File: src/ccsr_pkg.sv
// ccsr_pkg: constants, fields and carriers of the core special register set
// assumes a byte-wide special register port driven by the execution unit
package ccsr_pkg;
  // register addresses
  localparam logic [7:0] ADDR_STACK_TOP   = 8'h81;
  localparam logic [7:0] ADDR_PTR_LOW     = 8'h82;
  localparam logic [7:0] ADDR_PTR_HIGH    = 8'h83;
  localparam logic [7:0] ADDR_POWER_CTRL  = 8'h87;
  localparam logic [7:0] ADDR_IDENT_UNLCK = 8'hA1;
  localparam logic [7:0] ADDR_GLOBAL_CFG  = 8'hB1;
  localparam logic [7:0] ADDR_STATUS      = 8'hD0;
  localparam logic [7:0] ADDR_OPERAND     = 8'hE0;
  localparam logic [7:0] ADDR_MULDIV      = 8'hF0;
  // reset values
  localparam logic [7:0] RST_STACK_TOP    = 8'h07;
  localparam logic [7:0] RST_ZERO         = 8'h00;
  localparam logic [7:0] RST_POWER_CTRL   = 8'h10;
  localparam logic [7:0] CFG_BOOT_VALUE   = 8'hA0;
  localparam logic [7:0] CFG_APP_VALUE    = 8'h80;
  // global configuration layout
  localparam int         CFG_BOOT_BIT     = 5;
  localparam int         CFG_SWRST_BIT    = 4;
  localparam logic [7:0] CFG_RW_MASK      = 8'h1F;
  // status word field positions
  localparam int         ST_CARRY         = 7;
  localparam int         ST_HALF          = 6;
  localparam int         ST_USER0         = 5;
  localparam int         ST_BANK_HI       = 4;
  localparam int         ST_BANK_LO       = 3;
  localparam int         ST_SIGNED        = 2;
  localparam int         ST_USER1         = 1;
  localparam int         ST_PARITY        = 0;
  localparam logic [7:0] ST_PARITY_MASK   = 8'h01;
  // unlock sequence
  localparam logic [7:0] UNLOCK_FIRST     = 8'h55;
  localparam logic [7:0] UNLOCK_SECOND    = 8'hAA;
  localparam int         UNLOCK_MIN_CYC   = 13;
  localparam int         UNLOCK_MAX_CYC   = 23;
  localparam logic [4:0] UNLOCK_WIN_CYC   = 5'h12;
  // bank base spacing: eight registers per bank
  localparam int         BANK_SHIFT       = 3;

  typedef enum logic [3:0] {
    CCSR_OP_NONE, CCSR_OP_ADD, CCSR_OP_ADDC, CCSR_OP_SUBB, CCSR_OP_MUL,
    CCSR_OP_DIV, CCSR_OP_CARRY_ONLY, CCSR_OP_SET_CARRY, CCSR_OP_CLR_CARRY
  } ccsr_flag_op_type;

  // byte or bit access from the execution unit
  typedef struct packed {
    logic       wr;
    logic       bit_mode;
    logic [7:0] addr;
    logic [2:0] bit_sel;
    logic [7:0] wdata;
  } ccsr_access_type;

  // arithmetic flag update request
  typedef struct packed {
    ccsr_flag_op_type op;
    logic             carry;
    logic             half;
    logic             signed_ovf;
  } ccsr_flags_type;

  // stack request: push increments first, pop decrements after read
  typedef struct packed {
    logic push;
    logic pop;
  } ccsr_stack_type;
endpackage : ccsr_pkg

File: src/ccsr_unlock_window.sv
// ccsr_unlock_window: two-step unlock and timed protected-write window
// assumes one write strobe per access to the unlock address
`timescale 1ns/1ps
`default_nettype none
module ccsr_unlock_window
  import ccsr_pkg::*;
#(
  parameter logic [4:0] WIN_CYC = UNLOCK_WIN_CYC
) (
  // clock and reset
  input  wire logic       sys_clk,
  input  wire logic       rst_n,
  // unlock register writes
  input  wire logic       wr_en,
  input  wire logic [7:0] wr_data,
  // window state
  output logic            window_open
);
  typedef enum logic [1:0] {ccsr_idle, ccsr_armed, ccsr_open} ccsr_win_state_type;
  ccsr_win_state_type state_q, state_d;
  logic [4:0]         count_q, count_d;

  always_comb begin
    state_d = state_q;
    count_d = count_q;
    case (state_q)
      ccsr_idle: begin
        if (wr_en && wr_data == UNLOCK_FIRST) state_d = ccsr_armed;
      end
      ccsr_armed: begin
        if (wr_en) begin
          // a repeated first byte keeps the sequence armed
          state_d = (wr_data == UNLOCK_SECOND) ? ccsr_open :
                    (wr_data == UNLOCK_FIRST)  ? ccsr_armed : ccsr_idle;
          count_d = WIN_CYC;
        end
      end
      ccsr_open: begin
        count_d = count_q - 5'h01;
        if (wr_en || count_q == 5'h01) state_d = ccsr_idle;
      end
      default: state_d = ccsr_idle;
    endcase
  end

  always_ff @(posedge sys_clk or negedge rst_n) begin
    if (!rst_n) begin
      state_q <= ccsr_idle;
      count_q <= 5'h00;
    end else begin
      state_q <= state_d;
      count_q <= count_d;
    end
  end

  assign window_open = (state_q == ccsr_open);
endmodule : ccsr_unlock_window
`default_nettype wire

File: src/ccsr_pointer_pair.sv
// ccsr_pointer_pair: two physical 16-bit data pointers with a selector
// assumes the select bit comes from the bus auxiliary configuration
`timescale 1ns/1ps
`default_nettype none
module ccsr_pointer_pair
  import ccsr_pkg::*;
#(
  parameter int PTR_COUNT = 2
) (
  // clock and reset
  input  wire logic        sys_clk,
  input  wire logic        rst_n,
  // selection and byte writes
  input  wire logic        pointer_set_choice,
  input  wire logic        wr_low,
  input  wire logic        wr_high,
  input  wire logic [7:0]  wr_data,
  // whole-word update from pointer instructions
  input  wire logic        word_wr,
  input  wire logic [15:0] word_data,
  // active pointer
  output logic      [15:0] pointer_pair_word
);
  logic [15:0] ptr_q [PTR_COUNT];

  genvar g;
  generate
    for (g = 0; g < PTR_COUNT; g++) begin : g_ptr
      wire logic sel = (int'(pointer_set_choice) == g);
      always_ff @(posedge sys_clk or negedge rst_n) begin
        if (!rst_n) ptr_q[g] <= {RST_ZERO, RST_ZERO};
        else if (sel && word_wr) ptr_q[g] <= word_data;
        else if (sel && wr_low) ptr_q[g][7:0] <= wr_data;
        else if (sel && wr_high) ptr_q[g][15:8] <= wr_data;
      end
    end
  endgenerate

  assign pointer_pair_word = ptr_q[pointer_set_choice];
endmodule : ccsr_pointer_pair
`default_nettype wire

File: src/ccsr_core_regs.sv
// ccsr_core_regs: special function register set of the 8-bit core
// assumes the execution unit drives one access per cycle, reads are combinational
`timescale 1ns/1ps
`default_nettype none
module ccsr_core_regs
  import ccsr_pkg::*;
#(
  parameter logic [7:0] IDENTITY_CODE = 8'h3C, // arbitrary value
  parameter logic [4:0] WIN_CYC       = UNLOCK_WIN_CYC
) (
  // clock and reset
  input  wire logic            sys_clk,
  input  wire logic            arst_n,
  // register access from the execution unit
  input  wire ccsr_access_type acc,
  output logic           [7:0] rdata,
  // arithmetic results
  input  wire ccsr_flags_type  flags,
  input  wire logic            operand_wr,
  input  wire logic      [7:0] operand_data,
  // stack operations
  input  wire ccsr_stack_type  stack,
  // pointer instructions
  input  wire logic            pointer_word_wr,
  input  wire logic     [15:0] pointer_word_data,
  input  wire logic            pointer_set_choice,
  // state shown to the core
  output logic           [7:0] primary_operand_register,
  output logic           [7:0] multiply_divide_register,
  output logic           [7:0] cpu_status_flags,
  output logic           [7:0] stack_top_pointer,
  output logic          [15:0] pointer_pair_word,
  output logic           [4:0] bank_base_addr,
  output logic           [7:0] power_control,
  output logic           [7:0] global_configuration,
  output logic                 protected_window,
  output logic                 soft_reset_req
);
  logic       rst_meta_q, rst_n_q;
  logic [7:0] operand_q, muldiv_q, status_q, stack_q, power_q, cfg_q;
  logic [7:0] operand_d, muldiv_d, status_d, stack_d, cfg_d;
  logic       boot_q;

  // reset release through two flops
  always_ff @(posedge sys_clk or negedge arst_n) begin
    if (!arst_n) begin
      rst_meta_q <= 1'b0;
      rst_n_q    <= 1'b0;
    end else begin
      rst_meta_q <= 1'b1;
      rst_n_q    <= rst_meta_q;
    end
  end

  // merge a byte or a single-bit write
  function automatic logic [7:0] merge_write(input logic [7:0] cur,
                                             input ccsr_access_type a);
    logic [7:0] r;
    r = cur;
    if (a.bit_mode) r[a.bit_sel] = a.wdata[0];
    else r = a.wdata;
    return r;
  endfunction

  function automatic logic hit(input ccsr_access_type a, input logic [7:0] addr);
    return a.wr && (a.addr == addr);
  endfunction

  wire logic wr_operand = hit(acc, ADDR_OPERAND);
  wire logic wr_muldiv  = hit(acc, ADDR_MULDIV);
  wire logic wr_status  = hit(acc, ADDR_STATUS);
  wire logic wr_stack   = hit(acc, ADDR_STACK_TOP);
  wire logic wr_power   = hit(acc, ADDR_POWER_CTRL);
  wire logic wr_unlock  = hit(acc, ADDR_IDENT_UNLCK);
  wire logic wr_cfg     = hit(acc, ADDR_GLOBAL_CFG);
  wire logic wr_ptr_lo  = hit(acc, ADDR_PTR_LOW);
  wire logic wr_ptr_hi  = hit(acc, ADDR_PTR_HIGH);

  // operand: arithmetic result port wins over a register write
  // bit writes on operand
  assign operand_d = operand_wr ? operand_data :
                     wr_operand ? merge_write(operand_q, acc) : operand_q;
  assign muldiv_d  = wr_muldiv ? merge_write(muldiv_q, acc) : muldiv_q;

  // status word: software write first, then flags from the instruction
  logic [7:0] status_sw;
  assign status_sw = wr_status ? merge_write(status_q, acc) : status_q;

  always_comb begin
    status_d = status_sw;
    case (flags.op)
      CCSR_OP_ADD, CCSR_OP_ADDC, CCSR_OP_SUBB: begin
        status_d[ST_CARRY]  = flags.carry;
        status_d[ST_HALF]   = flags.half;
        status_d[ST_SIGNED] = flags.signed_ovf;
      end
      CCSR_OP_MUL, CCSR_OP_DIV: begin
        status_d[ST_CARRY]  = 1'b0;
        status_d[ST_SIGNED] = flags.signed_ovf;
      end
      CCSR_OP_CARRY_ONLY: status_d[ST_CARRY] = flags.carry;
      CCSR_OP_SET_CARRY:  status_d[ST_CARRY] = 1'b1;
      CCSR_OP_CLR_CARRY:  status_d[ST_CARRY] = 1'b0;
      default: status_d = status_sw;
    endcase
    status_d[ST_PARITY] = ^operand_d;
  end

  assign stack_d = stack.push ? stack_q + 8'h01 :
                   stack.pop  ? stack_q - 8'h01 :
                   wr_stack   ? acc.wdata : stack_q;

  // protected write window
  ccsr_unlock_window #(
    .WIN_CYC (WIN_CYC)
  ) u_unlock (
    .sys_clk     (sys_clk),
    .rst_n       (rst_n_q),
    .wr_en       (wr_unlock),
    .wr_data     (acc.wdata),
    .window_open (protected_window)
  );

  logic [7:0] cfg_held;
  always_comb begin
    cfg_held = cfg_q;
    cfg_held[CFG_SWRST_BIT] = 1'b0;
  end

  assign cfg_d = (wr_cfg && protected_window) ?
                 ((cfg_q & ~CFG_RW_MASK) | (merge_write(cfg_q, acc) & CFG_RW_MASK)) :
                 cfg_held;

  always_ff @(posedge sys_clk or negedge rst_n_q) begin
    if (!rst_n_q) begin
      operand_q <= RST_ZERO;
      muldiv_q  <= RST_ZERO;
      status_q  <= RST_ZERO;
      stack_q   <= RST_STACK_TOP;
      power_q   <= RST_POWER_CTRL;
      cfg_q     <= CFG_APP_VALUE;
      boot_q    <= 1'b1;
    end else begin
      operand_q <= operand_d;
      muldiv_q  <= muldiv_d;
      status_q  <= status_d;
      stack_q   <= stack_d;
      if (wr_power) power_q <= merge_write(power_q, acc);
      cfg_q     <= cfg_d;
      // boot flag drops once software reset is requested
      if (cfg_q[CFG_SWRST_BIT]) boot_q <= 1'b0;
    end
  end

  ccsr_pointer_pair #(
    .PTR_COUNT (2)
  ) u_ptr (
    .sys_clk            (sys_clk),
    .rst_n              (rst_n_q),
    .pointer_set_choice (pointer_set_choice),
    .wr_low             (wr_ptr_lo),
    .wr_high            (wr_ptr_hi),
    .wr_data            (acc.wdata),
    .word_wr            (pointer_word_wr),
    .word_data          (pointer_word_data),
    .pointer_pair_word  (pointer_pair_word)
  );

  wire logic [7:0] cfg_view = {cfg_q[7:6], boot_q, cfg_q[4:0]};

  // read mux; unmapped reads as zero
  always_comb begin
    case (acc.addr)
      ADDR_OPERAND:     rdata = operand_q;
      ADDR_MULDIV:      rdata = muldiv_q;
      ADDR_STATUS:      rdata = status_q;
      ADDR_STACK_TOP:   rdata = stack_q;
      ADDR_PTR_LOW:     rdata = pointer_pair_word[7:0];
      ADDR_PTR_HIGH:    rdata = pointer_pair_word[15:8];
      ADDR_POWER_CTRL:  rdata = power_q;
      ADDR_IDENT_UNLCK: rdata = IDENTITY_CODE;
      ADDR_GLOBAL_CFG:  rdata = cfg_view;
      default:          rdata = RST_ZERO;
    endcase
  end

  assign primary_operand_register = operand_q;
  assign multiply_divide_register = muldiv_q;
  assign cpu_status_flags         = status_q;
  assign stack_top_pointer        = stack_q;
  assign bank_base_addr = {status_q[ST_BANK_HI:ST_BANK_LO], 3'h0};
  assign power_control            = power_q;
  assign global_configuration     = cfg_view;
  assign soft_reset_req           = cfg_q[CFG_SWRST_BIT];
endmodule : ccsr_core_regs
`default_nettype wire

File: config.mk
export PLATFORM = sky130hd
export DESIGN_NAME = ccsr_core_regs
export DESIGN_NICKNAME = d
export VERILOG_FILES = /design/src/ccsr_pkg.sv /design/src/ccsr_unlock_window.sv /design/src/ccsr_pointer_pair.sv /design/src/ccsr_core_regs.sv
export SDC_FILE = /design/constraint.sdc
export NUM_CORES = 1
export LEC_CHECK = 0
export CELL_PAD_IN_SITES_DETAIL_PLACEMENT = 1
export CELL_PAD_IN_SITES_GLOBAL_PLACEMENT = 1
export CORE_ASPECT_RATIO = 0.7
export CORE_UTILIZATION = 48
export DETAILED_ROUTE_END_ITERATION = 8
export DONT_BUFFER_PORTS = 1
export PLACE_DENSITY = 0.82
export SYNTH_ARGS = -nofsm -noshare
export SYNTH_HDL_FRONTEND = slang
export SYNTH_HIERARCHICAL = 1
export SYNTH_SLANG_ARGS = --single-unit
export TNS_END_PERCENT = 5
File: constraint.sdc
create_clock -name sys_clk -period 6.4 [get_ports sys_clk]
set_input_delay 0.32 -clock sys_clk [delete_from_list [all_inputs] [get_ports sys_clk]]
set_output_delay 0.32 -clock sys_clk [all_outputs]
set_load 0.02 [all_outputs]
==> results of run 1 <==
==> worst paths after layout <==
check / slack [ns] / endpoint / startpoint
setup / recovery: 3.03 / u_ptr/ptr_q[9] / acc[14]
hold / removal: 0.08 / u_ptr/ptr_q[20] / pointer_word_wr
setup reg to reg: 4.16 / stack_top_pointer[7] / stack_top_pointer[4]
hold reg to reg: 0.25 / stack_top_pointer[3] / rst_n_q
max in group asynchronous: 5.03 / u_ptr/ptr_q[0] / rst_n_q
min in group asynchronous: 0.20 / rst_n_q / arst_n
==> registers in the layout (all words and copies together), names as in the netlist, 2 cells and up <==
signal,flops
cpu_status_flags,8
multiply_divide_register,8
u_unlock/count_q,5
primary_operand_register,8
cfg_q,5
u_ptr/ptr_q,32
u_unlock/state_q,2
stack_top_pointer,8
power_control,8
==> worst max-delay path: cells and delay by family <==
kind	cells	cell delay [ns]
mux	1	0.41
simple gates	6	2.37
compound gates	1	0.50
==> timing repair <==
item,in CTS,in global routing
setup buffers,0,0
endpoints found under the hold margin,2,0
hold buffers,1,0
==> layer usage <==
metal	track usage, %	up-vias
met5	0	-
met2	51.6	254
met1	44.2	2481
met4	8.24	0
li1	-	2122
met3	9.70	27
==> through the flow <==
step           utilization (%)  instance area, um2  power, uW
6_report                  52.9                5970       1650
5_1_grt                   52.9                5970       1710
4_1_cts                   52.9                5970       1650
3_5_place_dp              50.2                5670       1120
3_3_place_gp              50.2                5670       1100
2_1_floorplan                -                5710       1030
==> synth_stat cells (all sizes together) (6+ instances only) <==
| cell | count |
|---|---|
| buf | 21 |
| nor2b | 22 |
| nand3 | 21 |
| a21oi | 39 |
| nor3 | 6 |
| mux2 | 88 |
| and3 | 7 |
| nand2 | 40 |
| o22ai | 16 |
| clkbuf | 24 |
| a31oi | 6 |
| a211oi | 6 |
| o21ai | 36 |
| dfrtp | 82 |
| xnor2 | 9 |
| nor2 | 54 |
| inv | 20 |
| a22oi | 20 |
==> cell type report <==
cell class                 count  area share [%]
tap                          153            3.20
multi-input combinational    452            53.6
clock buffer                  11            4.23
timing repair buffer           3           0.419
clock inverter                 5           0.670
inverter                      20            1.26
sequential                    87            36.6
==> power groups by stage <==
| stage | clock network (uW) | logic, uW | registers [uW] |
|---|---|---|---|
| finish | 524 | 343 | 780 |
| global route | 551 | 372 | 789 |
| CTS | 531 | 340 | 778 |
| detailed placement | 0 | 336 | 787 |
| global placement | 0 | 316 | 779 |
| floorplan | 0 | 306 | 725 |
==> kinds of logic after synthesis <==
group	count (synthesis)
flops	87
simple gates	183
xor+xnor	11
other cells	2
fa+ha+maj	4
compound gates	155
buf+inv	65
mux	93
==> flow_results.xml, run 1 <==
<?xml version="1.0" encoding="UTF-8"?>
<metrics>
  <group name="final_layout">
    <metric name="fillers" unit="">1288</metric>
    <metric name="final-instance-count-excl-fill" unit="">731</metric>
    <metric name="antenna_cells" unit="">0</metric>
    <metric name="layout.area.seq" unit="mm2">0.00219</metric>
    <metric name="drive_gt1_share" unit="%">21.1</metric>
    <metric name="multi_input_area" unit="mm2">0.00320</metric>
    <metric name="nNetsFinal" unit="">636</metric>
    <metric name="area.growth.synth_to_final" unit="%">4.85</metric>
    <metric name="final_cell_mix" unit="">sky130_fd_sc_hd__mux2_2, sky130_fd_sc_hd__dfrtp_1, sky130_fd_sc_hd__nor2_1</metric>
    <metric name="commonest_non_fill_non_tap_cell_in_the_layout" unit="">sky130_fd_sc_hd__mux2_2</metric>
  </group>
  <group name="critical_path">
    <metric name="timing.critical_path.arrival" unit="ns">3.61</metric>
    <metric name="timing.critical_path.mode_cell" unit="">sky130_fd_sc_hd__nor2_1</metric>
    <metric name="cp-start-kind" unit="">input port</metric>
    <metric name="path_cells" unit="">nor3b_1 &gt; nand3_1 &gt; nor2_1 &gt; nand2_1 &gt; nor2_1 &gt; nor2b_1 &gt; o21ai_2 &gt; mux2_2</metric>
    <metric name="slowest_stage" unit="">sky130_fd_sc_hd__nor2_1</metric>
    <metric name="endpoint_kind" unit="">flop</metric>
    <metric name="worst_path_largest_cell_delay" unit="ns">0.96</metric>
    <metric name="worstPathMaxFanout" unit="">19</metric>
    <metric name="worst-setup-path-type" unit="">in -&gt; reg</metric>
    <metric name="required" unit="ns">6.63</metric>
    <metric name="timing.reg2reg.worst_path_depth" unit="">7</metric>
  </group>
  <group name="detailed_routing">
    <metric name="initialDrtViolationCount" unit="">536</metric>
    <metric name="highest_layer" unit="">met4</metric>
    <metric name="wl_per_cell" unit="um">26.5</metric>
    <metric name="drc_errors" unit="">0</metric>
    <metric name="route.antenna.remaining_nets" unit="">0</metric>
    <metric name="routed_via_density" unit="">6.68</metric>
    <metric name="routed-wl-met2" unit="um">8760</metric>
    <metric name="route.final.wire_length" unit="um">19400</metric>
    <metric name="routedLengthMet1" unit="um">8360</metric>
    <metric name="met3WireLength" unit="um">1950</metric>
    <metric name="route.vias.total" unit="">4884</metric>
    <metric name="detail_route.first_pass.iterations" unit="">6</metric>
  </group>
  <group name="place">
    <metric name="placedCellCount" unit="">714</metric>
    <metric name="placement.setup.worst_slack" unit="ns">2.77</metric>
    <metric name="gp_congestion" unit="">0.833</metric>
    <metric name="numPortBuffers" unit="">0</metric>
    <metric name="dpl.hpwl" unit="um">13900</metric>
  </group>
  <group name="logic_synthesis">
    <metric name="synth-xor-area-share" unit="%">1.69</metric>
    <metric name="ys_types" unit="">66</metric>
    <metric name="synth.area.mux_share" unit="%">18.3</metric>
    <metric name="yosys.area.top_type" unit="">sky130_fd_sc_hd__dfrtp_1</metric>
    <metric name="synth_largest_type_area_fraction" unit="%">36.0</metric>
    <metric name="post_synth_main_area_contributors" unit="">sky130_fd_sc_hd__dfrtp_1, sky130_fd_sc_hd__mux2_2, sky130_fd_sc_hd__nor2_1</metric>
    <metric name="synth-adder-area-share" unit="%">0.879</metric>
    <metric name="yosys.area_share.simple" unit="%">17.1</metric>
    <metric name="ys_async_sr_fraction" unit="%">100</metric>
    <metric name="postSynthRegisterBits" unit="">87</metric>
    <metric name="main_combinational_cell_family_by_area_after_synthesis" unit="">multiplexers</metric>
    <metric name="syn_avg_cell_area" unit="um2">9.49</metric>
    <metric name="synth_compound_area_share" unit="%">17.9</metric>
    <metric name="postSynth.topFlopCell" unit="">sky130_fd_sc_hd__dfrtp_1</metric>
    <metric name="syn_area" unit="mm2">0.00570</metric>
    <metric name="synth_enable_flop_cells" unit="">0</metric>
    <metric name="synth_seq_area_share" unit="%">38.3</metric>
    <metric name="syn_inst" unit="">600</metric>
    <metric name="yosysWarningCount" unit="">6</metric>
  </group>
  <group name="sta">
    <metric name="timing.final.max_slew_violations" unit="">0</metric>
    <metric name="final_period_minus_worst_setup_slack" unit="ns">3.37</metric>
    <metric name="final.setup_skew" unit="ns">0.00706</metric>
    <metric name="tightestPinTransition" unit="ns">1.28</metric>
    <metric name="fmax" unit="MHz">296</metric>
    <metric name="final.hold.worst_slack" unit="ns">0.0752</metric>
    <metric name="setup_viol_count_final" unit="">0</metric>
    <metric name="setup_repair_after_global_routing_missed_its_margin" unit="">no</metric>
    <metric name="setup_ws" unit="ns">3.03</metric>
    <metric name="slew_headroom" unit="%">14.4</metric>
    <metric name="period_utilization" unit="%">52.7</metric>
    <metric name="timing_hold_violations_final" unit="">0</metric>
    <metric name="setup_tns" unit="ns">0</metric>
  </group>
  <group name="power">
    <metric name="clock_power_share" unit="%">31.8</metric>
    <metric name="power.internal" unit="uW">1060</metric>
    <metric name="static-leakage-power" unit="uW">0.00250</metric>
    <metric name="ir_worst_vdd" unit="mV">0.147</metric>
    <metric name="switching_share" unit="%">35.3</metric>
    <metric name="comb_power_share" unit="%">20.8</metric>
    <metric name="pwr_density_cell" unit="mW/mm2">276</metric>
    <metric name="power.sequential.fraction" unit="%">47.4</metric>
    <metric name="switching_power" unit="uW">582</metric>
  </group>
  <group name="clocking">
    <metric name="root_buf_cell" unit="">sky130_fd_sc_hd__clkbuf_16</metric>
    <metric name="cts_repair_resize_count" unit="">0</metric>
    <metric name="clk_path_buf_depth" unit="">2</metric>
    <metric name="clkLatencyLatePin" unit="ns">0.35</metric>
    <metric name="tritoncts.num_buffers" unit="">9</metric>
    <metric name="htree_num_levels" unit="">3</metric>
    <metric name="clkSlewWorstSetupHoldPaths" unit="ns">0.07</metric>
    <metric name="cts_tree" unit="">yes</metric>
    <metric name="cts.sink_count" unit="">87</metric>
  </group>
  <group name="global_route">
    <metric name="grt_antenna_before_repair" unit="">0</metric>
    <metric name="grt_pass1_wl" unit="um">30300</metric>
    <metric name="grt_pass1_vias" unit="">5050</metric>
    <metric name="grt_start_max_net_pins" unit="">61</metric>
    <metric name="grt.total_usage" unit="%">32.8</metric>
    <metric name="gr-total-overflow" unit="">0</metric>
  </group>
  <group name="die">
    <metric name="num_io_pins" unit="">138</metric>
    <metric name="row_count" unit="">32</metric>
    <metric name="die_h" unit="um">93.1</metric>
    <metric name="floorplan.initialDensity" unit="%">50.5</metric>
    <metric name="core-area" unit="mm2">0.0113</metric>
    <metric name="fp.dieArea" unit="mm2">0.0123</metric>
    <metric name="fp.dieW" unit="um">132</metric>
  </group>
  <group name="run_status">
    <metric name="status" unit="">completed</metric>
  </group>
  <group name="job">
    <metric name="maxCapViolations" unit="">0</metric>
  </group>
  <group name="worst_hold_path">
    <metric name="worstHoldPathCells" unit="">1</metric>
    <metric name="hold_path.class" unit="">in -&gt; reg</metric>
  </group>
</metrics>
No activity file was read; power rests on OpenSTA's default activity.
==> run 2: changes to the inputs <==
CORE_UTILIZATION = 44   (was 48)
PLACE_DENSITY = 0.8   (was 0.82)
clock period = 3.1 ns   (was 6.4 ns; I/O delays follow)
==> run 2 against run 1 <==
Net effect:
- the run now ends with hold timing left
- core utilization shrank 2.3 points
- setup slack lost 2.8 ns
- wire length increased by 3.3%
- non-clock buffer count is 31 higher
- global-route usage decreased by 2.7 points
- sequential power grew 110%
- combinational power is 120% higher
- final area increased by 6.0%
- final cell count rose by 5.5%
- die area grew 8.9%
- largest power group unchanged
- count of clock-buffer cells in the layout shrank 1
==> flow_results.xml, run 2 (synthesis gave the netlist of run 1 again) <==
<?xml version="1.0" encoding="UTF-8"?>
<metrics>
  <group name="power">
    <metric name="post-layout-total-power" unit="uW">3610</metric>
    <metric name="ir_worst_vdd" unit="mV">0.343</metric>
    <metric name="pwr_density_cell" unit="mW/mm2">570</metric>
    <metric name="static-leakage-power" unit="uW">0.00265</metric>
  </group>
  <group name="global_route">
    <metric name="gr-total-overflow" unit="">0</metric>
    <metric name="grt_start_max_net_pins" unit="">59</metric>
    <metric name="grt_pass1_wl" unit="um">31000</metric>
    <metric name="grt_pass1_vias" unit="">5160</metric>
    <metric name="grt.total_usage" unit="%">30.1</metric>
    <metric name="grt_antenna_before_repair" unit="">0</metric>
  </group>
  <group name="clocking">
    <metric name="root_buf_cell" unit="">sky130_fd_sc_hd__clkbuf_16</metric>
    <metric name="clkLatencyLatePin" unit="ns">0.35</metric>
    <metric name="clk_path_buf_depth" unit="">2</metric>
    <metric name="htree_num_levels" unit="">3</metric>
    <metric name="cts_tree" unit="">yes</metric>
    <metric name="cts.sink_count" unit="">87</metric>
    <metric name="tritoncts.num_buffers" unit="">9</metric>
    <metric name="clkSlewWorstSetupHoldPaths" unit="ns">0.07</metric>
  </group>
  <group name="final_layout">
    <metric name="largest_register_ff_count" unit="">32</metric>
    <metric name="registers.top_by_ff_count" unit="">u_ptr/ptr_q</metric>
    <metric name="nNetsFinal" unit="">667</metric>
    <metric name="antenna_cells" unit="">0</metric>
    <metric name="area.growth.synth_to_final" unit="%">11.1</metric>
    <metric name="final_cell_mix" unit="">sky130_fd_sc_hd__mux2_2, sky130_fd_sc_hd__dfrtp_1, sky130_fd_sc_hd__nor2_1</metric>
    <metric name="commonest_non_fill_non_tap_cell_in_the_layout" unit="">sky130_fd_sc_hd__mux2_2</metric>
    <metric name="drive_gt1_share" unit="%">20.5</metric>
    <metric name="postLayoutCoreUtil" unit="%">50.6</metric>
  </group>
  <group name="sta">
    <metric name="final.hold.worst_slack" unit="ns">-0.00225</metric>
    <metric name="final_period_minus_worst_setup_slack" unit="ns">2.89</metric>
    <metric name="setup_tns" unit="ns">0</metric>
    <metric name="setup_viol_count_final" unit="">0</metric>
    <metric name="setup_repair_after_global_routing_missed_its_margin" unit="">no</metric>
    <metric name="slew_headroom" unit="%">43.7</metric>
    <metric name="period_utilization" unit="%">93.4</metric>
    <metric name="tightestPinTransition" unit="ns">0.836</metric>
    <metric name="timing_hold_violations_final" unit="">1</metric>
    <metric name="timing.final.max_slew_violations" unit="">0</metric>
    <metric name="fmax" unit="MHz">345</metric>
    <metric name="final.setup_skew" unit="ns">0.00993</metric>
  </group>
  <group name="detailed_routing">
    <metric name="detail_route.first_pass.iterations" unit="">5</metric>
    <metric name="initialDrtViolationCount" unit="">487</metric>
    <metric name="route.antenna.remaining_nets" unit="">0</metric>
    <metric name="drc_errors" unit="">0</metric>
    <metric name="wl_per_cell" unit="um">26.0</metric>
    <metric name="route.vias.total" unit="">5067</metric>
    <metric name="route.final.wire_length" unit="um">20000</metric>
    <metric name="routed_via_density" unit="">6.57</metric>
  </group>
  <group name="critical_path">
    <metric name="slowest_stage" unit="">sky130_fd_sc_hd__nor2b_1</metric>
    <metric name="timing.critical_path.mode_cell" unit="">sky130_fd_sc_hd__nor2_1</metric>
    <metric name="cp.buffers_inverters" unit="">1</metric>
    <metric name="endpoint_kind" unit="">flop</metric>
    <metric name="cp-start-kind" unit="">input port</metric>
    <metric name="worst-setup-path-type" unit="">in -&gt; reg</metric>
    <metric name="path_cells" unit="">nor3b_1 &gt; nand3_1 &gt; nor2_1 &gt; nand2_1 &gt; nor2_1 &gt; nor2b_1 &gt; a21oi_1 &gt; o21ai_0 &gt; dlygate4sd3_1</metric>
    <metric name="worst_path_largest_cell_delay" unit="ns">0.65</metric>
    <metric name="worstPathMaxFanout" unit="">8</metric>
    <metric name="family_of_cells_with_the_greatest_summed_delay_on_the_critical_path" unit="">simple AND/OR/NAND/NOR gates</metric>
    <metric name="timing.critical_path.arrival" unit="ns">3.18</metric>
    <metric name="required" unit="ns">3.39</metric>
  </group>
  <group name="die">
    <metric name="core-area" unit="mm2">0.0125</metric>
    <metric name="fp.dieW" unit="um">138</metric>
    <metric name="fp.dieArea" unit="mm2">0.0134</metric>
    <metric name="floorplan.initialDensity" unit="%">45.5</metric>
    <metric name="row_count" unit="">34</metric>
    <metric name="num_io_pins" unit="">138</metric>
    <metric name="die_h" unit="um">97.2</metric>
  </group>
  <group name="worst_hold_path">
    <metric name="hold_path.class" unit="">in -&gt; reg</metric>
  </group>
  <group name="run_status">
    <metric name="failed_checks" unit="">hold timing</metric>
    <metric name="status" unit="">finished, violations left</metric>
  </group>
  <group name="place">
    <metric name="numPortBuffers" unit="">0</metric>
    <metric name="dpl.hpwl" unit="um">14000</metric>
    <metric name="gp_congestion" unit="">0.876</metric>
  </group>
  <group name="job">
    <metric name="maxCapViolations" unit="">0</metric>
  </group>
</metrics>
-- run 2: per-layer routing --
metal  global-route usage, %  vias to the layer above  wire length (um)
met5                       0                        -                 0
met4                    10.6                        0               507
met3                    9.17                       39              1660
met2                    46.4                      228              9040
met1                    39.9                     2624              8800
li1                        -                     2176                 -
-- run 2: metrics by stage --
step           area [um2]  worst slack (ns)  cells  hold slack (ns)
2_1_floorplan        5710             0.506    604           -0.141
3_3_place_gp         5700             0.685    726           -0.141
3_5_place_dp         5700             0.506    726           -0.141
4_1_cts              6330             0.415    771         0.000105
5_1_grt              6330            0.0295    771          0.00581
6_report             6330             0.206    771         -0.00225
-- run 2: power by group --
part           switching, uW  internal, uW  leakage (uW)
Clock                    505           742      0.000166
Sequential               329          1290       0.00107
Combinational            393           347       0.00142
-- run 2: worst paths after layout --
| kind | slack, ns | cells after the start | from | end |
|---|---|---|---|---|
| worst min register to register | 0.35 | 0 | rst_meta_q | rst_n_q |
| max in group asynchronous | 1.95 | 1 | rst_n_q | power_control[3] |
| worst max register to register | 0.95 | 7 | stack_top_pointer[4] | stack_top_pointer[7] |
| worst min-delay path | -0.002 | 2 | operand_wr | primary_operand_register[2] |
| min in group asynchronous | 0.03 | 1 | arst_n | rst_n_q |
| worst max-delay path | 0.21 | 9 | acc[14] | u_ptr/ptr_q[20] |
-- run 2: area by class of cell --
class                   count  area, um2
fillers                  1428       6180
multi-input cells         452       3200
flip-flops and latches     87       2190
repair buffers             34        328
clock buffers              10        239
well taps                 162        203
clock inverters             6       97.6
inverters                  20       75.1
-- run 2: worst reg2reg max path: stages, from the launching register on --
cell and delay, ns:
sky130_fd_sc_hd__dfrtp_1 0.59, sky130_fd_sc_hd__or4_1 0.62, sky130_fd_sc_hd__nor4_1 0.25, sky130_fd_sc_hd__xnor2_1 0.16, sky130_fd_sc_hd__nand2_1 0.06, sky130_fd_sc_hd__o21ai_0 0.07
sky130_fd_sc_hd__a21oi_1 0.09, sky130_fd_sc_hd__o22a_1 0.20
-- run 2: repair_timing --
action / 4_1_cts / 5_1_grt
buffers inserted: 0 / 0
gates resized for setup: 0 / 0
endpoints found under the setup margin: 0 / 0
endpoints found under the hold margin: 27 / 0
hold buffers: 29 / 0
==> run 3: changes to the inputs <==
ABC_AREA = 1   (was not set)
CORE_UTILIZATION = 41   (was 44)
SLEW_MARGIN = 20   (was not set)
==> run 3 against run 2 <==
Net effect:
- the run now ends clean
- sequential share of layout area fell by 1.3 points
- highest routed layer unchanged
- combinational power is 11% lower
- sequential cell count did not move
- hold slack improved by 0.0041 ns
- synthesized area up 6.2%
- critical path type is now reg -> out
- wire length increased by 14%
- maximum frequency increased by 37%
- total power shrank 8.8%
- count of clock-buffer cells in the layout increased by 1
- critical endpoint is now rdata[3]
==> flow_results.xml, run 3 <==
<?xml version="1.0" encoding="UTF-8"?>
<metrics>
  <group name="final_layout">
    <metric name="largest_register_ff_count" unit="">32</metric>
    <metric name="registers.top_by_ff_count" unit="">u_ptr/ptr_q</metric>
    <metric name="area.growth.synth_to_final" unit="%">8.58</metric>
    <metric name="commonest_non_fill_non_tap_cell_in_the_layout" unit="">sky130_fd_sc_hd__nand2_1</metric>
    <metric name="fillers" unit="">1864</metric>
    <metric name="postLayoutCellArea" unit="mm2">0.00657</metric>
    <metric name="drive_gt1_share" unit="%">11.2</metric>
    <metric name="nNetsFinal" unit="">939</metric>
    <metric name="final_cell_mix" unit="">sky130_fd_sc_hd__nand2_1, sky130_fd_sc_hd__dfrtp_1, sky130_fd_sc_hd__nand3_1</metric>
  </group>
  <group name="logic_synthesis">
    <metric name="synth_largest_type_area_fraction" unit="%">33.9</metric>
    <metric name="ys_types" unit="">58</metric>
    <metric name="syn_inst" unit="">874</metric>
    <metric name="synth_seq_area_share" unit="%">36.1</metric>
    <metric name="yosys.area.top_type" unit="">sky130_fd_sc_hd__dfrtp_1</metric>
    <metric name="post_synth_main_area_contributors" unit="">sky130_fd_sc_hd__dfrtp_1, sky130_fd_sc_hd__nand2_1, sky130_fd_sc_hd__nand3_1</metric>
    <metric name="postSynthRegisterBits" unit="">87</metric>
    <metric name="ys_async_sr_fraction" unit="%">100</metric>
    <metric name="yosys.cell_count.top_type" unit="">sky130_fd_sc_hd__nand2_1</metric>
    <metric name="yosysWarningCount" unit="">6</metric>
    <metric name="synth_enable_flop_cells" unit="">0</metric>
    <metric name="postSynth.topFlopCell" unit="">sky130_fd_sc_hd__dfrtp_1</metric>
    <metric name="yosys-top-cells-count" unit="">sky130_fd_sc_hd__nand2_1, sky130_fd_sc_hd__dfrtp_1, sky130_fd_sc_hd__nand3_1, sky130_fd_sc_hd__inv_1, sky130_fd_sc_hd__o21ai_0</metric>
    <metric name="syn_avg_cell_area" unit="um2">6.92</metric>
    <metric name="syn_area" unit="mm2">0.00605</metric>
  </group>
  <group name="place">
    <metric name="post_dp_cell_area" unit="mm2">0.00613</metric>
    <metric name="dpl.hpwl" unit="um">17300</metric>
    <metric name="numPortBuffers" unit="">0</metric>
    <metric name="gp_congestion" unit="">0.930</metric>
  </group>
  <group name="sta">
    <metric name="final.setup_skew" unit="ns">0.00540</metric>
    <metric name="setup_viol_count_final" unit="">0</metric>
    <metric name="timing.final.max_slew_violations" unit="">0</metric>
    <metric name="setup_repair_after_global_routing_missed_its_margin" unit="">no</metric>
    <metric name="fmax" unit="MHz">475</metric>
    <metric name="timing_hold_violations_final" unit="">0</metric>
    <metric name="final_period_minus_worst_setup_slack" unit="ns">2.11</metric>
    <metric name="period_utilization" unit="%">67.9</metric>
    <metric name="tightestPinTransition" unit="ns">0.857</metric>
    <metric name="slew_headroom" unit="%">42.3</metric>
    <metric name="setup_tns" unit="ns">0</metric>
  </group>
  <group name="critical_path">
    <metric name="slowest_stage" unit="">sky130_fd_sc_hd__dfrtp_1</metric>
    <metric name="cp-start-kind" unit="">flop</metric>
    <metric name="path_cells" unit="">clkinv_1 &gt; o22ai_1 &gt; a221oi_1 &gt; nand4_1</metric>
    <metric name="timing.critical_path.arrival" unit="ns">1.95</metric>
    <metric name="worst_path_largest_cell_delay" unit="ns">0.53</metric>
    <metric name="endpoint_kind" unit="">output pin</metric>
    <metric name="timing.reg2reg.setup_slack" unit="ns">1.10</metric>
    <metric name="cp.buffers_inverters" unit="">1</metric>
    <metric name="worstPathMaxFanout" unit="">9</metric>
    <metric name="family_of_cells_with_the_greatest_summed_delay_on_the_critical_path" unit="">flip-flops</metric>
    <metric name="required" unit="ns">2.94</metric>
    <metric name="worst-setup-path-type" unit="">reg -&gt; out</metric>
  </group>
  <group name="detailed_routing">
    <metric name="route.vias.total" unit="">6213</metric>
    <metric name="wl_per_cell" unit="um">21.2</metric>
    <metric name="route.antenna.remaining_nets" unit="">0</metric>
    <metric name="routed_via_density" unit="">5.79</metric>
    <metric name="drc_errors" unit="">0</metric>
    <metric name="route.final.wire_length" unit="um">22700</metric>
    <metric name="initialDrtViolationCount" unit="">469</metric>
    <metric name="detail_route.first_pass.iterations" unit="">5</metric>
  </group>
  <group name="power">
    <metric name="ir_worst_vdd" unit="mV">0.298</metric>
    <metric name="pwr_density_cell" unit="mW/mm2">501</metric>
    <metric name="static-leakage-power" unit="uW">0.00333</metric>
  </group>
  <group name="global_route">
    <metric name="grt_start_max_net_pins" unit="">86</metric>
    <metric name="gr-total-overflow" unit="">0</metric>
    <metric name="grt_pass1_vias" unit="">6138</metric>
    <metric name="grt_pass1_wl" unit="um">35300</metric>
    <metric name="grt_antenna_before_repair" unit="">1</metric>
    <metric name="grt.total_usage" unit="%">30.4</metric>
  </group>
  <group name="run_status">
    <metric name="status" unit="">completed</metric>
  </group>
  <group name="die">
    <metric name="die_h" unit="um">104</metric>
    <metric name="row_count" unit="">36</metric>
    <metric name="floorplan.initialDensity" unit="%">42.8</metric>
    <metric name="fp.dieW" unit="um">147</metric>
    <metric name="core-area" unit="mm2">0.0141</metric>
    <metric name="num_io_pins" unit="">138</metric>
    <metric name="fp.dieArea" unit="mm2">0.0153</metric>
  </group>
  <group name="clocking">
    <metric name="root_buf_cell" unit="">sky130_fd_sc_hd__clkbuf_16</metric>
    <metric name="tritoncts.num_buffers" unit="">9</metric>
    <metric name="htree_num_levels" unit="">3</metric>
    <metric name="postCtsHoldBufs" unit="">12</metric>
    <metric name="cts_tree" unit="">yes</metric>
    <metric name="cts.sink_count" unit="">87</metric>
    <metric name="cts_repair_resize_count" unit="">0</metric>
    <metric name="post_cts_setup_repair_bufs" unit="">0</metric>
    <metric name="clkLatencyLatePin" unit="ns">0.35</metric>
    <metric name="clk_path_buf_depth" unit="">2</metric>
    <metric name="clkSlewWorstSetupHoldPaths" unit="ns">0.07</metric>
  </group>
  <group name="job">
    <metric name="maxCapViolations" unit="">0</metric>
  </group>
  <group name="worst_hold_path">
    <metric name="hold_path.class" unit="">in -&gt; reg</metric>
  </group>
</metrics>
==> run 3: cell types whose count changed after synthesis, moves of 20 or more <==
cell	change
sky130_fd_sc_hd__a22oi_1	-20
sky130_fd_sc_hd__clkbuf_1	-21
sky130_fd_sc_hd__inv_1	+52
sky130_fd_sc_hd__mux2_2	-84
sky130_fd_sc_hd__nand2_1	+317
sky130_fd_sc_hd__nand2_2	+21
sky130_fd_sc_hd__nand3_1	+56
sky130_fd_sc_hd__nor2b_1	-21
==> run 3: kinds of logic (layout without fill, tap and decap cells) <==
group | after synthesis | after routing | share of synthesized area (%)
flip-flops | 87 | 87 | 36.1
other | 2 | 8 | 0.124
AND/OR/NAND/NOR | 543 | 543 | 40.8
multiplexers | 1 | 1 | 0.165
AO/OA/AOI/OAI | 117 | 117 | 12.1
buffers and inverters | 115 | 118 | 9.06
XOR/XNOR | 5 | 5 | 0.848
adder cells (fa/ha/maj) | 4 | 4 | 0.827
==> run 3: stage by stage <==
step           hold slack (ns)  power (uW)  setup WS, ns  utilization, %  cells
6_report               0.00182        3290         0.994            46.5   1073
4_1_cts              0.0000430        3300          1.01            46.4   1071
3_5_place_dp            -0.141        2090         0.993            43.3   1043
3_3_place_gp            -0.141        2060          1.17            43.3   1043
5_1_grt                0.00723        3440         0.897            46.4   1071
2_1_floorplan           -0.141        1910         0.506               -    878
==> run 3: path summary, 6_finish.rpt <==
path / startpoint / cells past startpoint / end
min in group asynchronous: arst_n / 1 / rst_n_q
max reg2reg: stack_top_pointer[0] / 8 / stack_top_pointer[6]
max: stack_top_pointer[3] / 4 / rdata[3]
min: operand_wr / 2 / primary_operand_register[2]
min reg2reg: rst_meta_q / 0 / rst_n_q
max in group asynchronous: rst_n_q / 1 / boot_q
==> run 3: area by class of cell <==
| class | count | area (um2) | share of cell area, % |
|---|---|---|---|
| multi-input cells | 676 | 3330 | 50.8 |
| flip-flops and latches | 87 | 2190 | 33.3 |
| inverters | 86 | 329 | 5.01 |
| well taps | 190 | 238 | 3.62 |
| clock buffers | 11 | 233 | 3.54 |
| repair buffers | 16 | 163 | 2.48 |
| clock inverters | 5 | 81.3 | 1.24 |
| diodes | 2 | 5.00 | 0.0762 |
==> run 3: report_power, final <==
group	internal, uW	total (uW)	switching [uW]
combinational	190	658	467
sequential	1260	1440	182
clock	709	1190	484
total	2160	3290	1130
==> run 3: layer usage <==
| metal | routed length, um | global-route usage [%] | part of all wire [%] |
|---|---|---|---|
| met1 | 9840 | 40.7 | 43 |
| met2 | 9770 | 44.9 | 43 |
| met3 | 2690 | 12.5 | 12 |
| met4 | 443 | 8.39 | 1.9 |
| met5 | 0 | 0 | 0 |
